[src/pes_pkg.sv]
package pes_pkg;

	// function and virtual function counts, power-state code width, severity count
	localparam int NUM_PF = 2;
	localparam int NUM_VF = 6;
	localparam int DS_W = 3;
	localparam int SEV_N = 3;

	// three-bit device power-state codes
	localparam logic [2:0] DS_D0_UNINIT = 3'h0;
	localparam logic [2:0] DS_D0_ACTIVE = 3'h1;
	localparam logic [2:0] DS_D1 = 3'h2;
	localparam logic [2:0] DS_D3HOT = 3'h4;

	// two-bit link power-state codes
	localparam logic [1:0] LP_L0 = 2'h0;
	localparam logic [1:0] LP_L0S = 2'h1;
	localparam logic [1:0] LP_L1 = 2'h2;
	localparam logic [1:0] LP_L2_RSVD = 2'h3;

	// register map, byte addresses
	localparam int ADDR_W = 8;
	localparam logic [7:0] REG_CTRL = 8'h00;
	localparam logic [7:0] REG_ERR_EN = 8'h04;
	localparam logic [7:0] REG_DEV_STAT = 8'h08;
	localparam logic [7:0] REG_PWR = 8'h0C;

	// control fields
	localparam int CTRL_ROOT_BIT = 0;
	localparam int CTRL_LTR_BIT = 1;
	localparam logic [31:0] CTRL_WMASK = 32'h0000_0003;
	localparam logic [31:0] CTRL_RST = 32'h0000_0000;

	// enable and status: three bits per function, cor at +0
	localparam int SEV_COR = 0;
	localparam int SEV_NONFATAL = 1;
	localparam int SEV_FATAL = 2;
	localparam logic [31:0] ERR_EN_RST = 32'h0000_0000;
	localparam logic [31:0] DEV_STAT_RST = 32'h0000_0000;

	// power readback: pf states from bit 0, link state at bit 8
	localparam int PWR_LINK_POS = 8;

	// internal power-management state of one function
	typedef enum logic [1:0] {
		PM_UNINIT,
		PM_ACTIVE,
		PM_D1,
		PM_D3HOT
	} pes_pm_t;

	// internal link power state
	typedef enum logic [2:0] {
		LK_L0,
		LK_L0S,
		LK_L1,
		LK_L2,
		LK_OTHER
	} pes_link_t;

	// one function's error detection strobes
	typedef struct packed {
		logic fatal;
		logic nonfatal;
		logic cor;
	} pes_err_t;

endpackage

[src/pes_dstate_enc.sv]
`timescale 1ns/100ps
module pes_dstate_enc
	import pes_pkg::*;
#(
	parameter int N = 2
) (
	input wire pes_pm_t [N-1:0] pm,
	output logic [DS_W*N-1:0] code
);

	function automatic logic [2:0] enc(input pes_pm_t s);
		case (s)
			PM_UNINIT: enc = DS_D0_UNINIT;
			PM_ACTIVE: enc = DS_D0_ACTIVE;
			PM_D1: enc = DS_D1;
			PM_D3HOT: enc = DS_D3HOT;
			default: enc = DS_D0_UNINIT;
		endcase
	endfunction

	always_comb begin
		code = '0;
		for (int i = 0; i < N; i++) begin
			code[DS_W*i +: DS_W] = enc(pm[i]);
		end
	end

endmodule

[src/pes_err_merge.sv]
`timescale 1ns/100ps
module pes_err_merge
	import pes_pkg::*;
#(
	parameter int NF = 2
) (
	input wire logic [NF-1:0] detect,
	input wire logic [NF-1:0] enable,
	input wire logic root_port,
	output logic hit
);

	always_comb begin
		if (root_port) begin
			hit = detect[0] & enable[0];
		end else begin
			hit = |(detect & enable);
		end
	end

endmodule

[src/pes_status_top.sv]
// The register offsets and the strobed register port are this design's own decisions.
`timescale 1ns/100ps
module pes_status_top
	import pes_pkg::*;
#(
	parameter int NPF = NUM_PF,
	parameter int NVF = NUM_VF
) (
	input wire logic clk,
	input wire logic rst,
	input wire logic [ADDR_W-1:0] reg_addr,
	input wire logic [31:0] reg_wdata,
	input wire logic reg_wr,
	input wire logic reg_rd,
	output logic [31:0] reg_rdata,
	input wire pes_pm_t [NPF-1:0] pf_pm_state,
	input wire pes_pm_t [NVF-1:0] vf_pm_state,
	input wire pes_link_t link_state,
	input wire pes_err_t [NPF-1:0] err_detect,
	output logic [DS_W*NPF-1:0] func_dstate_out,
	output logic [DS_W*NVF-1:0] virt_fn_dstate_out,
	output logic [1:0] link_pstate_out,
	output logic err_cor_out,
	output logic err_nonfatal_out,
	output logic err_fatal_out,
	output logic ltr_enable_out
);

	localparam int EW = SEV_N * NPF;

	logic [31:0] ctrl, next_ctrl;
	logic [31:0] err_en, next_err_en;
	logic [31:0] dev_stat, next_dev_stat;
	logic [31:0] next_rdata;
	logic [DS_W*NPF-1:0] pf_code, next_func_dstate;
	logic [DS_W*NVF-1:0] vf_code, next_virt_dstate;
	logic [1:0] next_link;
	logic next_cor, next_nonfatal, next_fatal, next_ltr;
	logic [SEV_N-1:0] sev_hit;
	logic [EW-1:0] det_flat;
	logic [NPF-1:0] det_sev [SEV_N];
	logic [NPF-1:0] en_sev [SEV_N];
	logic root_port;
	logic wr_ctrl, wr_en, wr_stat;

	assign det_flat = err_detect;
	assign root_port = ctrl[CTRL_ROOT_BIT];
	assign wr_ctrl = reg_wr && (reg_addr == REG_CTRL);
	assign wr_en = reg_wr && (reg_addr == REG_ERR_EN);
	assign wr_stat = reg_wr && (reg_addr == REG_DEV_STAT);

	function automatic logic [1:0] link_enc(input pes_link_t s);
		case (s)
			LK_L0: link_enc = LP_L0;
			LK_L0S: link_enc = LP_L0S;
			LK_L1: link_enc = LP_L1;
			default: link_enc = LP_L2_RSVD;
		endcase
	endfunction

	pes_dstate_enc #(.N(NPF)) u_pf_enc (
		.pm(pf_pm_state),
		.code(pf_code)
	);

	pes_dstate_enc #(.N(NVF)) u_vf_enc (
		.pm(vf_pm_state),
		.code(vf_code)
	);

	// split detection and enables by severity
	always_comb begin
		for (int s = 0; s < SEV_N; s++) begin
			for (int f = 0; f < NPF; f++) begin
				det_sev[s][f] = det_flat[SEV_N*f + s];
				en_sev[s][f] = err_en[SEV_N*f + s];
			end
		end
	end

	genvar g;
	generate
		for (g = 0; g < SEV_N; g++) begin : g_sev
			pes_err_merge #(.NF(NPF)) u_merge (
				.detect(det_sev[g]),
				.enable(en_sev[g]),
				.root_port(root_port),
				.hit(sev_hit[g])
			);
		end
	endgenerate

	// register file next values
	always_comb begin
		next_ctrl = ctrl;
		next_err_en = err_en;
		next_dev_stat = dev_stat;
		next_rdata = 32'h0000_0000;
		if (wr_ctrl) begin
			next_ctrl = reg_wdata & CTRL_WMASK;
		end
		if (wr_en) begin
			next_err_en = 32'(reg_wdata[EW-1:0]);
		end
		// status is write-one-to-clear; a new detection wins
		if (wr_stat) begin
			next_dev_stat = dev_stat & ~32'(reg_wdata[EW-1:0]);
		end
		next_dev_stat = next_dev_stat | 32'(det_flat);
		if (reg_rd) begin
			case (reg_addr)
				REG_CTRL: next_rdata = ctrl;
				REG_ERR_EN: next_rdata = err_en;
				REG_DEV_STAT: next_rdata = dev_stat;
				REG_PWR: begin
					next_rdata = 32'(func_dstate_out);
					next_rdata[PWR_LINK_POS +: 2] = link_pstate_out;
				end
				default: next_rdata = 32'h0000_0000;
			endcase
		end
	end

	// output next values
	always_comb begin
		next_func_dstate = pf_code;
		next_virt_dstate = vf_code;
		next_link = link_enc(link_state);
		next_cor = sev_hit[SEV_COR];
		next_nonfatal = sev_hit[SEV_NONFATAL];
		next_fatal = sev_hit[SEV_FATAL];
		next_ltr = ctrl[CTRL_LTR_BIT];
	end

	// every output straight from a flop, cleared in reset
	always_ff @(posedge clk) begin
		if (rst) begin
			ctrl <= CTRL_RST;
			err_en <= ERR_EN_RST;
			dev_stat <= DEV_STAT_RST;
			reg_rdata <= 32'h0000_0000;
			func_dstate_out <= '0;
			virt_fn_dstate_out <= '0;
			link_pstate_out <= LP_L0;
			err_cor_out <= 1'b0;
			err_nonfatal_out <= 1'b0;
			err_fatal_out <= 1'b0;
			ltr_enable_out <= 1'b0;
		end else begin
			ctrl <= next_ctrl;
			err_en <= next_err_en;
			dev_stat <= next_dev_stat;
			reg_rdata <= next_rdata;
			func_dstate_out <= next_func_dstate;
			virt_fn_dstate_out <= next_virt_dstate;
			link_pstate_out <= next_link;
			err_cor_out <= next_cor;
			err_nonfatal_out <= next_nonfatal;
			err_fatal_out <= next_fatal;
			ltr_enable_out <= next_ltr;
		end
	end
endmodule

[config.mk]
export PLATFORM = sky130hd
export DESIGN_NAME = pes_status_top
export DESIGN_NICKNAME = d
export VERILOG_FILES = /design/src/pes_pkg.sv /design/src/pes_dstate_enc.sv /design/src/pes_err_merge.sv /design/src/pes_status_top.sv
export SDC_FILE = /design/constraint.sdc
export NUM_CORES = 1
export LEC_CHECK = 0
export BUFFER_PORTS_ARGS = -buffer_cell sky130_fd_sc_hd__clkbuf_2
export CAP_MARGIN = 20
export CORE_MARGIN = 8
export CORE_UTILIZATION = 35
export DETAILED_ROUTE_END_ITERATION = 8
export PLACE_DENSITY = 0.66
export REMOVE_ABC_BUFFERS = 1
export SLEW_MARGIN = 5
export SYNTH_ARGS = -nofsm -noshare
export SYNTH_HDL_FRONTEND = slang
export SYNTH_HIERARCHICAL = 1
export SYNTH_SLANG_ARGS = --single-unit
[constraint.sdc]
create_clock -name clk -period 4.37 [get_ports clk]
set_input_delay 0 -clock clk [delete_from_list [all_inputs] [get_ports clk]]
set_output_delay 0 -clock clk [all_outputs]
set_load 0.1 [all_outputs]
==> flow_metrics.py, run 1 <==
metrics = {
    "run_status": {
        "outcome": "completed",
    },
    "pwr": {
        "p_seq_share_pct": 47.8,
        "vdd_drop_max_uv": 208,
        "total_power_mw": 1.03,
        "power_leakage_nw": 1.36,
        "power_frac_clock_pct": 26.9,
        "comb_power_share_pct": 25.3,
        "p_sw_share_pct": 36.0,
        "p_int_mw": 0.660,
        "powerDensity_nw_per_um2": 361,
        "switchingPower_mw": 0.372,
    },
    "setup_path": {
        "critPathBufInv": 2,
        "reg2regPathDepth": 3,
        "regToRegEndpoint": "dev_stat[4]",
        "slowest_delay_ps": 670,
        "startpoint_type": "input pin",
        "reg2reg_setup_slack_ps": 3160,
        "worstPathCellList": "clkbuf_2 -> or4_4 -> nor4_2 -> a31oi_1 -> dlygate4sd3_1",
        "timing.rr.start": "dev_stat[4]",
        "path_max_fanout": 7,
        "worstPathArrival_ps": 2110,
        "endpoint_kind": "flop",
        "cp.required_ps": 4570,
        "crit_family": "simple AND/OR/NAND/NOR gates",
        "cp_slowest_cell": "nor4_2",
        "critPathKind": "in2reg",
    },
    "run": {
        "max_cap_violations": 0,
    },
    "cells_and_area": {
        "drive_gt1_share_pct": 39.9,
        "fillCellCount": 621,
        "utilization_pct": 45.6,
        "multiInputGateArea_um2": 1020,
        "syn2layout_area_growth_pct": 27.1,
        "nNetsFinal": 389,
        "insertedDiodeCount": 0,
        "regArea_um2": 1040,
        "final_cells": 398,
        "final_common_cell": "clkbuf_2",
        "final_cell_mix": "clkbuf_2, dfxtp_1, nor2b_1",
    },
    "grt": {
        "antenna_found_initial": 0,
        "track_usage_pct": 11.3,
        "grt_max_degree": 31,
        "grt_pass1_wl_um": 8090,
        "grt.overflow.total": 0,
        "grt_pass1_vias": 1756,
    },
    "drt": {
        "wirelength_um": 5260,
        "antenna_left": 0,
        "routedWlPerCell_um": 13.2,
        "drt-initial-drc-count": 37,
        "vias_per_cell": 4.32,
        "drtPass1Iterations": 7,
        "drcViolationCount": 0,
        "num_vias": 1719,
    },
    "hold_path": {
        "min_to": "virt_fn_dstate_out[17]",
        "hold_path.class": "in2reg",
        "hold_depth": 3,
        "hp-start": "vf_pm_state[10]",
    },
    "logic_synthesis": {
        "yosysTopAreaCell": "dfxtp_1",
        "synthTopCellsByArea": "dfxtp_1, nor2b_1, buf_4, and2b_2, and2_2",
        "netlist_area_um2": 2250,
        "ys_seq_area_share_pct": 46.2,
        "ys_ff_latch": 52,
        "synth_top_area_share_pct": 46.2,
        "synth_async_sr_flop_share_pct": 0,
        "synth-edff-count": 0,
        "yosys_most_used_dff": "dfxtp_1",
        "postSynthCellCount": 227,
        "yosysWarningCount": 6,
        "synthDistinctLibCells": 30,
        "syn_avg_cell_area_um2": 9.92,
    },
    "clocking": {
        "ctsResizeCount": 0,
        "cts_inserted_buffers": 5,
        "cts_root_buf": "clkbuf_8",
        "clk_path_buf_depth": 2,
        "cts_tree": "yes",
        "cts.sinks": 52,
        "insertion_delay_ps": 300,
        "post-cts-setup-buffers": 0,
        "htree_num_levels": 2,
        "clk_pin_slew_ps": 100,
        "hold_buffers": 16,
    },
    "sta": {
        "final-hold-violation-count": 0,
        "final_max_slew_viol_count": 0,
        "rsz0062_at_grt": "false",
        "fin_tns_setup_ps": 0,
        "finalCritPeriodShare_pct": 43.6,
        "fin_crit_ps": 1910,
        "fmax_ghz": 0.524,
        "setup_violations": 0,
        "tightest_slew_ps": 865,
        "holdWs_ps": 42.6,
        "fin_skew_ps": 10.3,
        "max_slew_margin_pct": 41.8,
    },
    "floorplan": {
        "die_area_um2": 9260,
        "die_w_um": 96.2,
        "coreArea_um2": 6280,
        "row_count": 29,
        "dieHeight_um": 96.2,
        "initial_core_util_pct": 35.9,
        "io_pins": 131,
    },
    "placement": {
        "dp.cells": 374,
        "port_buffers": 80,
        "place.gp.congestion": 0.735,
        "place.detailed.hpwl_um": 3970,
    },
}
==> power by group through the flow <==
stage	Clock, mW	Combinational [mW]	Sequential [mW]
6_report	0.277	0.261	0.493
5_1_grt	0.313	0.274	0.495
4_1_cts	0.293	0.262	0.493
3_5_place_dp	0	0.249	0.504
3_3_place_gp	0	0.248	0.504
2_1_floorplan	0	0.127	0.577
==> cell usage after synthesis, types with 2 or more instances <==
master	instances
mux2_2	4
buf_4	24
buf_6	2
and2_2	8
nand2b_1	8
nor4_1	2
nor2b_1	30
clkbuf_1	8
and2b_2	16
o31ai_1	4
nand4_1	4
mux4_2	2
a22oi_1	4
inv_1	11
nor3_2	2
nand2_1	7
o21ai_2	3
a21oi_1	4
a31oi_1	6
nor2_1	8
dfxtp_1	52
or4_4	2
o21bai_1	6
mux2i_1	4
==> area by class of cell <==
class | count | share of cell area (%)
clock buffer | 5 | 2.40
clock inverter | 3 | 0.787
inverter | 11 | 1.44
multi-input combinational | 153 | 35.8
sequential | 52 | 36.4
tap | 77 | 3.37
timing repair buffer | 97 | 19.9
==> registers in the layout, summed over array words and instances (netlist names) <==
register            cells
ctrl                    2
dev_stat                6
err_cor_out             1
err_en                  6
err_fatal_out           1
err_nonfatal_out        1
func_dstate_out         6
link_pstate_out         2
ltr_enable_out          1
reg_rdata               8
virt_fn_dstate_out     18
==> worst max path at each step <==
| stage | startpoint | slack [ps] | end | cells after the start |
|---|---|---|---|---|
| 2_1_floorplan | func_dstate_out[0] | 2890 | reg_rdata[0] | 2 |
| 3_3_place_gp | reg_addr[5] | 2660 | dev_stat[2] | 4 |
| 3_5_place_dp | reg_addr[5] | 2650 | dev_stat[1] | 4 |
| 4_1_cts | reg_addr[5] | 2450 | dev_stat[2] | 5 |
| 5_1_grt | reg_addr[5] | 2370 | dev_stat[1] | 5 |
| 6_report | reg_addr[5] | 2460 | dev_stat[1] | 5 |
==> kinds of logic after synthesis <==
| logic type | count (synthesis) | share of synthesized area (%) |
|---|---|---|
| muxes | 10 | 5.78 |
| other | 1 | 0.167 |
| and+or+nand+nor | 92 | 27.3 |
| AOI/OAI and AO/OA | 27 | 8.39 |
| DFF | 52 | 46.2 |
| buffers and inverters | 45 | 12.2 |
==> through the flow <==
step	worst slack [ps]	instance area [um^2]
floorplan	2890	2110
global placement	2660	2610
detailed placement	2650	2610
CTS	2450	2860
global route	2370	2860
finish	2460	2860
==> worst reg2reg max path: cells and delay by family, from the launching register on <==
family                 cells  cell delay [ps]
buffers and inverters      1              570
AO/OA/AOI/OAI              2              210
flip-flops                 1              320
==> routing by layer <==
layer | share of wire (%) | global-route usage [%] | routed length [um] | vias to the layer above
met5 | 0 | 0 | 0 | -
met4 | 0.40 | 3.84 | 21 | 0
met3 | 11 | 5.23 | 588 | 2
met2 | 49 | 19.2 | 2570 | 78
met1 | 39 | 12.0 | 2080 | 759
li1 | - | - | - | 880
(Power assumes the default switching activity.)
==> inputs of run 2 (changes only) <==
--- a/config.mk
+++ b/config.mk
@@ -10,7 +10,7 @@
 export CORE_MARGIN = 8
 export CORE_UTILIZATION = 35
 export DETAILED_ROUTE_END_ITERATION = 8
-export PLACE_DENSITY = 0.66
+export PLACE_DENSITY = 0.69
 export REMOVE_ABC_BUFFERS = 1
 export SLEW_MARGIN = 5
 export SYNTH_ARGS = -nofsm -noshare
==> constraint.sdc (replaced) <==
create_clock -name clk -period 1.6 [get_ports clk]
set_input_delay 0 -clock clk [delete_from_list [all_inputs] [get_ports clk]]
set_output_delay 0 -clock clk [all_outputs]
set_load 0.1 [all_outputs]
==> flow_metrics.py, run 2 (same netlist as run 1, synthesis figures left out) <==
metrics = {
    "run_status": {
        "outcome": "completed",
    },
    "drt": {
        "routedWlPerCell_um": 13.0,
        "drcViolationCount": 0,
        "wirelength_um": 5240,
        "antenna_left": 0,
        "vias_per_cell": 4.41,
        "num_vias": 1782,
        "drt-initial-drc-count": 79,
        "drtPass1Iterations": 4,
    },
    "setup_path": {
        "endpoint_kind": "output port",
        "reg2reg_setup_slack_ps": 510,
        "path_max_fanout": 2,
        "timing.rr.start": "ctrl[0]",
        "slowest_delay_ps": 470,
        "startpoint_type": "flop",
        "worstPathArrival_ps": 1150,
        "cp_slowest_cell": "clkbuf_2",
        "regToRegEndpoint": "reg_rdata[0]",
        "crit_family": "buffers and inverters",
        "cp.required_ps": 1600,
        "critPathKind": "reg2out",
        "worstPathCellList": "clkbuf_2",
        "reg2regPathDepth": 2,
        "critPathBufInv": 1,
    },
    "cells_and_area": {
        "finalInstanceArea_um2": 2910,
        "final_cells": 404,
        "nNetsFinal": 395,
        "largest_register": "virt_fn_dstate_out",
        "insertedDiodeCount": 0,
        "final_common_cell": "clkbuf_2",
        "top_regs": "virt_fn_dstate_out (18), reg_rdata (8)",
        "drive_gt1_share_pct": 41.0,
        "largest_register_ffs": 18,
        "final_cell_mix": "clkbuf_2, dfxtp_1, nor2b_1",
        "utilization_pct": 46.3,
        "syn2layout_area_growth_pct": 29.1,
    },
    "grt": {
        "grt_max_degree": 46,
        "track_usage_pct": 11.2,
        "grt.overflow.total": 0,
        "antenna_found_initial": 0,
        "use_met3_pct": 6.08,
        "grt_pass1_wl_um": 7980,
        "grt_pass1_vias": 1781,
        "use_met1_pct": 12.4,
        "grt-busiest-layer": "met2",
        "globalRouteMet2Util_pct": 17.9,
    },
    "pwr": {
        "p_int_mw": 1.80,
        "powerDensity_nw_per_um2": 971,
        "comb_power_share_pct": 25.4,
        "power_frac_clock_pct": 26.9,
        "power_leakage_nw": 1.39,
        "total_power_mw": 2.82,
        "switchingPower_mw": 1.02,
        "p_seq_share_pct": 47.7,
        "vdd_drop_max_uv": 415,
        "p_sw_share_pct": 36.1,
    },
    "sta": {
        "setup_violations": 0,
        "max_slew_margin_pct": 62.5,
        "holdWs_ps": 37.3,
        "fin_skew_ps": 8.48,
        "finalCritPeriodShare_pct": 71.6,
        "final-hold-violation-count": 0,
        "tightest_slew_ps": 564,
        "fmax_ghz": 0.873,
        "fin_crit_ps": 1150,
        "rsz0062_at_grt": "false",
        "setup_slack_ps": 454,
        "fin_tns_setup_ps": 0,
        "final_max_slew_viol_count": 0,
    },
    "clocking": {
        "cts_inserted_buffers": 5,
        "insertion_delay_ps": 310,
        "ctsResizeCount": 0,
        "cts_root_buf": "clkbuf_8",
        "cts_tree": "yes",
        "clk_path_buf_depth": 2,
        "htree_num_levels": 2,
        "cts.sinks": 52,
        "clk_pin_slew_ps": 90,
        "post-cts-setup-buffers": 0,
    },
    "hold_path": {
        "hold_depth": 3,
        "hold_path.class": "in2reg",
        "hp-start": "vf_pm_state[6]",
        "min_to": "virt_fn_dstate_out[11]",
    },
    "floorplan": {
        "die_w_um": 96.2,
        "die_area_um2": 9260,
        "dieHeight_um": 96.2,
        "row_count": 29,
        "io_pins": 131,
        "initial_core_util_pct": 35.9,
        "coreArea_um2": 6280,
    },
    "run": {
        "max_cap_violations": 0,
    },
    "placement": {
        "place.gp.congestion": 0.788,
        "placed_area_um2": 2660,
        "place.detailed.hpwl_um": 4090,
        "post-place-ws_ps": 136,
        "port_buffers": 80,
        "dp.cells": 380,
    },
}
==> run 2: layout make-up <==
cell class | instances | area (um^2)
fill | 620 | 3370
clock buffer | 5 | 68.8
inverter | 11 | 41.3
tap | 77 | 96.3
clock inverter | 3 | 22.5
multi-input combinational | 153 | 1020
sequential | 52 | 1040
timing repair buffer | 103 | 613
==> run 2: power groups by stage <==
| stage | clock network [mW] | registers, mW | logic (mW) |
|---|---|---|---|
| floorplan | 0 | 1.58 | 0.346 |
| global placement | 0 | 1.38 | 0.683 |
| detailed placement | 0 | 1.38 | 0.687 |
| CTS | 0.798 | 1.35 | 0.719 |
| global route | 0.866 | 1.35 | 0.750 |
| finish | 0.759 | 1.35 | 0.716 |
==> run 2: how the worst max path moves through the flow <==
| stage | startpoint | end | slack [ps] | depth (start not counted) |
|---|---|---|---|---|
| after CTS | func_dstate_out[3] | func_dstate_out[3] | 440 | 1 |
| final | func_dstate_out[3] | func_dstate_out[3] | 450 | 1 |
| after floorplan | func_dstate_out[0] | reg_rdata[0] | 120 | 2 |
| after detailed placement | reg_addr[5] | dev_stat[2] | 140 | 6 |
| after global placement | reg_addr[5] | reg_rdata[8] | 160 | 4 |
| after global routing | link_pstate_out[1] | link_pstate_out[1] | 410 | 1 |
==> run 2: timing repair <==
item / CTS / global route
endpoints found under the setup margin: 0 / 0
hold buffers: 16 / 0
endpoints found under the hold margin: 16 / 0
==> run 2: per-layer routing <==
| layer | up-vias | wire (um) |
|---|---|---|
| li1 | 896 | - |
| met1 | 799 | 2020 |
| met2 | 80 | 2470 |
| met3 | 7 | 693 |
| met4 | 0 | 64 |
| met5 | - | 0 |
==> inputs of run 3 (changes only) <==
--- a/config.mk
+++ b/config.mk
@@ -5,6 +5,7 @@
 export SDC_FILE = /design/constraint.sdc
 export NUM_CORES = 1
 export LEC_CHECK = 0
+export ABC_AREA = 1
 export BUFFER_PORTS_ARGS = -buffer_cell sky130_fd_sc_hd__clkbuf_2
 export CAP_MARGIN = 20
 export CORE_MARGIN = 8
==> constraint.sdc (replaced) <==
create_clock -name clk -period 1 [get_ports clk]
set_input_delay 0 -clock clk [delete_from_list [all_inputs] [get_ports clk]]
set_output_delay 0 -clock clk [all_outputs]
set_load 0.1 [all_outputs]
==> flow_metrics.py, run 3 <==
metrics = {
    "cells_and_area": {
        "insertedDiodeCount": 0,
        "largest_register": "virt_fn_dstate_out",
        "final_common_cell": "inv_1",
        "regArea_um2": 1040,
        "largest_register_ffs": 18,
        "nNetsFinal": 504,
        "fillCellCount": 532,
        "multiInputGateArea_um2": 852,
        "syn2layout_area_growth_pct": 60.1,
        "drive_gt1_share_pct": 25.7,
        "utilization_pct": 58.0,
        "top_regs": "virt_fn_dstate_out (18), reg_rdata (8)",
        "final_cell_mix": "inv_1, nor2_1, nand2_1",
        "final_cells": 513,
    },
    "logic_synthesis": {
        "ys_seq_area_share_pct": 45.2,
        "synth_top_area_share_pct": 45.2,
        "yosysWarningCount": 6,
        "yosys_most_used_dff": "dfxtp_1",
        "netlist_top_cells_count": "inv_1, nor2_1, nand2_1",
        "yosysTopAreaCell": "dfxtp_1",
        "netlist_area_um2": 2300,
        "syn_avg_cell_area_um2": 7.17,
        "synthDistinctLibCells": 19,
        "synth_async_sr_flop_share_pct": 0,
        "postSynthCellCount": 321,
        "synth_most_common_cell": "inv_1",
        "synth-edff-count": 0,
        "synthTopCellsByArea": "dfxtp_1, inv_1, nor2_1, nand2_1, buf_4",
        "ys_ff_latch": 52,
    },
    "sta": {
        "setup_slack_ps": 78.0,
        "rsz0062_at_grt": "false",
        "fin_tns_setup_ps": 0,
        "fin_skew_ps": 11.3,
        "finalCritPeriodShare_pct": 92.2,
        "setup_violations": 0,
        "final-hold-violation-count": 0,
        "holdWs_ps": 16.9,
        "final_max_slew_viol_count": 0,
        "fin_crit_ps": 922,
        "fmax_ghz": 1.08,
    },
    "grt": {
        "antenna_found_initial": 0,
        "grt_max_degree": 25,
        "track_usage_pct": 12.9,
        "grt_pass1_vias": 2226,
        "grt.overflow.total": 0,
        "grt_pass1_wl_um": 10100,
    },
    "setup_path": {
        "slowest_delay_ps": 410,
        "crit_family": "flip-flops",
        "endpoint_kind": "output port",
        "worstPathArrival_ps": 920,
        "startpoint_type": "flop",
        "timing.rr.start": "func_dstate_out[1]",
        "reg2reg_setup_slack_ps": 200,
        "path_max_fanout": 2,
        "cp.required_ps": 1000,
        "critPathKind": "reg2out",
        "cp.depth": 1,
        "cp_slowest_cell": "dfxtp_1",
        "regToRegEndpoint": "reg_rdata[1]",
        "worstPathCellList": "buf_12",
        "critPathBufInv": 1,
        "reg2regPathDepth": 4,
    },
    "pwr": {
        "comb_power_share_pct": 27.8,
        "power_frac_clock_pct": 25.6,
        "vdd_drop_max_uv": 1040,
        "p_seq_share_pct": 46.6,
        "powerDensity_nw_per_um2": 1270,
        "p_sw_share_pct": 36.1,
        "power_leakage_nw": 1.84,
        "switchingPower_mw": 1.69,
        "p_int_mw": 3.00,
    },
    "drt": {
        "wirelength_um": 5920,
        "drcViolationCount": 0,
        "num_vias": 2146,
        "drt-initial-drc-count": 103,
        "vias_per_cell": 4.18,
        "drtPass1Iterations": 4,
        "routedWlPerCell_um": 11.5,
        "antenna_left": 0,
    },
    "floorplan": {
        "initial_core_util_pct": 36.2,
        "coreArea_um2": 6350,
        "die_w_um": 97.1,
        "row_count": 29,
        "die_area_um2": 9420,
        "dieHeight_um": 97.1,
        "io_pins": 131,
    },
    "clocking": {
        "cts_inserted_buffers": 5,
        "cts_tree": "yes",
        "clk_pin_slew_ps": 100,
        "post-cts-setup-buffers": 0,
        "clk_path_buf_depth": 2,
        "cts_root_buf": "clkbuf_8",
        "htree_num_levels": 2,
        "insertion_delay_ps": 310,
        "cts.sinks": 52,
    },
    "hold_path": {
        "hp-start": "reg_rd",
        "min_to": "reg_rdata[9]",
        "hold_path.class": "in2reg",
        "hold_depth": 3,
    },
    "run": {
        "max_cap_violations": 0,
    },
    "placement": {
        "dp.cells": 474,
        "post-place-ws_ps": -24.6,
        "place.detailed.hpwl_um": 4550,
        "port_buffers": 80,
        "place.gp.congestion": 0.811,
    },
    "run_status": {
        "outcome": "completed",
    },
}
[run 3: cell count changes after synthesis, sizes merged, moves of 6 or more]
cell,change
nor2b,-30
a31oi,-6
nand2b,-8
and2,-8
and2b,-16
nand2,+52
a21oi,+10
nand3,+27
nor2,+54
inv,+59
o21bai,-6
[run 3: cell type report]
cell class | instances | area share [%]
Clock inverter | 3 | 0.645
Clock buffer | 5 | 1.87
Tap cell | 77 | 2.62
Timing Repair Buffer | 117 | 36.3
Sequential cell | 52 | 28.3
Multi-Input combinational cell | 189 | 23.1
Inverter | 70 | 7.13
[run 3: logic make-up (layout without fill, tap and decap cells)]
logic type             after synthesis  in the layout  synth area share [%]
AO/OA/AOI/OAI                       14             14                  3.05
flip-flops                          52             52                  45.2
buffers and inverters              103            195                  21.5
AND/OR/NAND/NOR                    151            151                  30.1
other                                1             24                 0.163
[run 3: metrics by stage]
stage                     cell area, um^2  power (mW)
final                                3680        4.69
after global placement               3280        3.42
after floorplan                      2160        3.04
after CTS                            3680        4.76
after detailed placement             3280        3.44
after global routing                 3680        4.93
[run 3: worst max-delay path by stage]
stage | from | endpoint | slack (ps)
2_1_floorplan | func_dstate_out[5] | reg_rdata[5] | -350
3_3_place_gp | reg_addr[1] | err_en[2] | 40
3_5_place_dp | reg_addr[1] | err_en[3] | -20
4_1_cts | func_dstate_out[2] | func_dstate_out[2] | 70
5_1_grt | func_dstate_out[2] | func_dstate_out[2] | 30
6_report | func_dstate_out[4] | func_dstate_out[4] | 80
[run 3: per-layer routing]
layer	share of wire [%]	track usage (%)	vias up	wire, um
met4	0.98	3.67	0	58
met2	51	23.5	85	3000
met5	0	0	-	0
met3	11	6.47	8	641
li1	-	-	1111	-
met1	37	12.3	942	2210
[run 3: timing repair]
item,in CTS,in global routing
hold buffers,31,0
endpoints found under the hold margin,43,0
resized for setup,0,0
[run 3: power by group through the flow]
stage                     registers, mW  logic (mW)  clock network (mW)
after floorplan                    2.52       0.516                   0
after global placement             2.23        1.19                   0
after detailed placement           2.23        1.20                   0
after CTS                          2.18        1.30                1.27
after global routing               2.19        1.37                1.36
final                              2.18        1.31                1.20
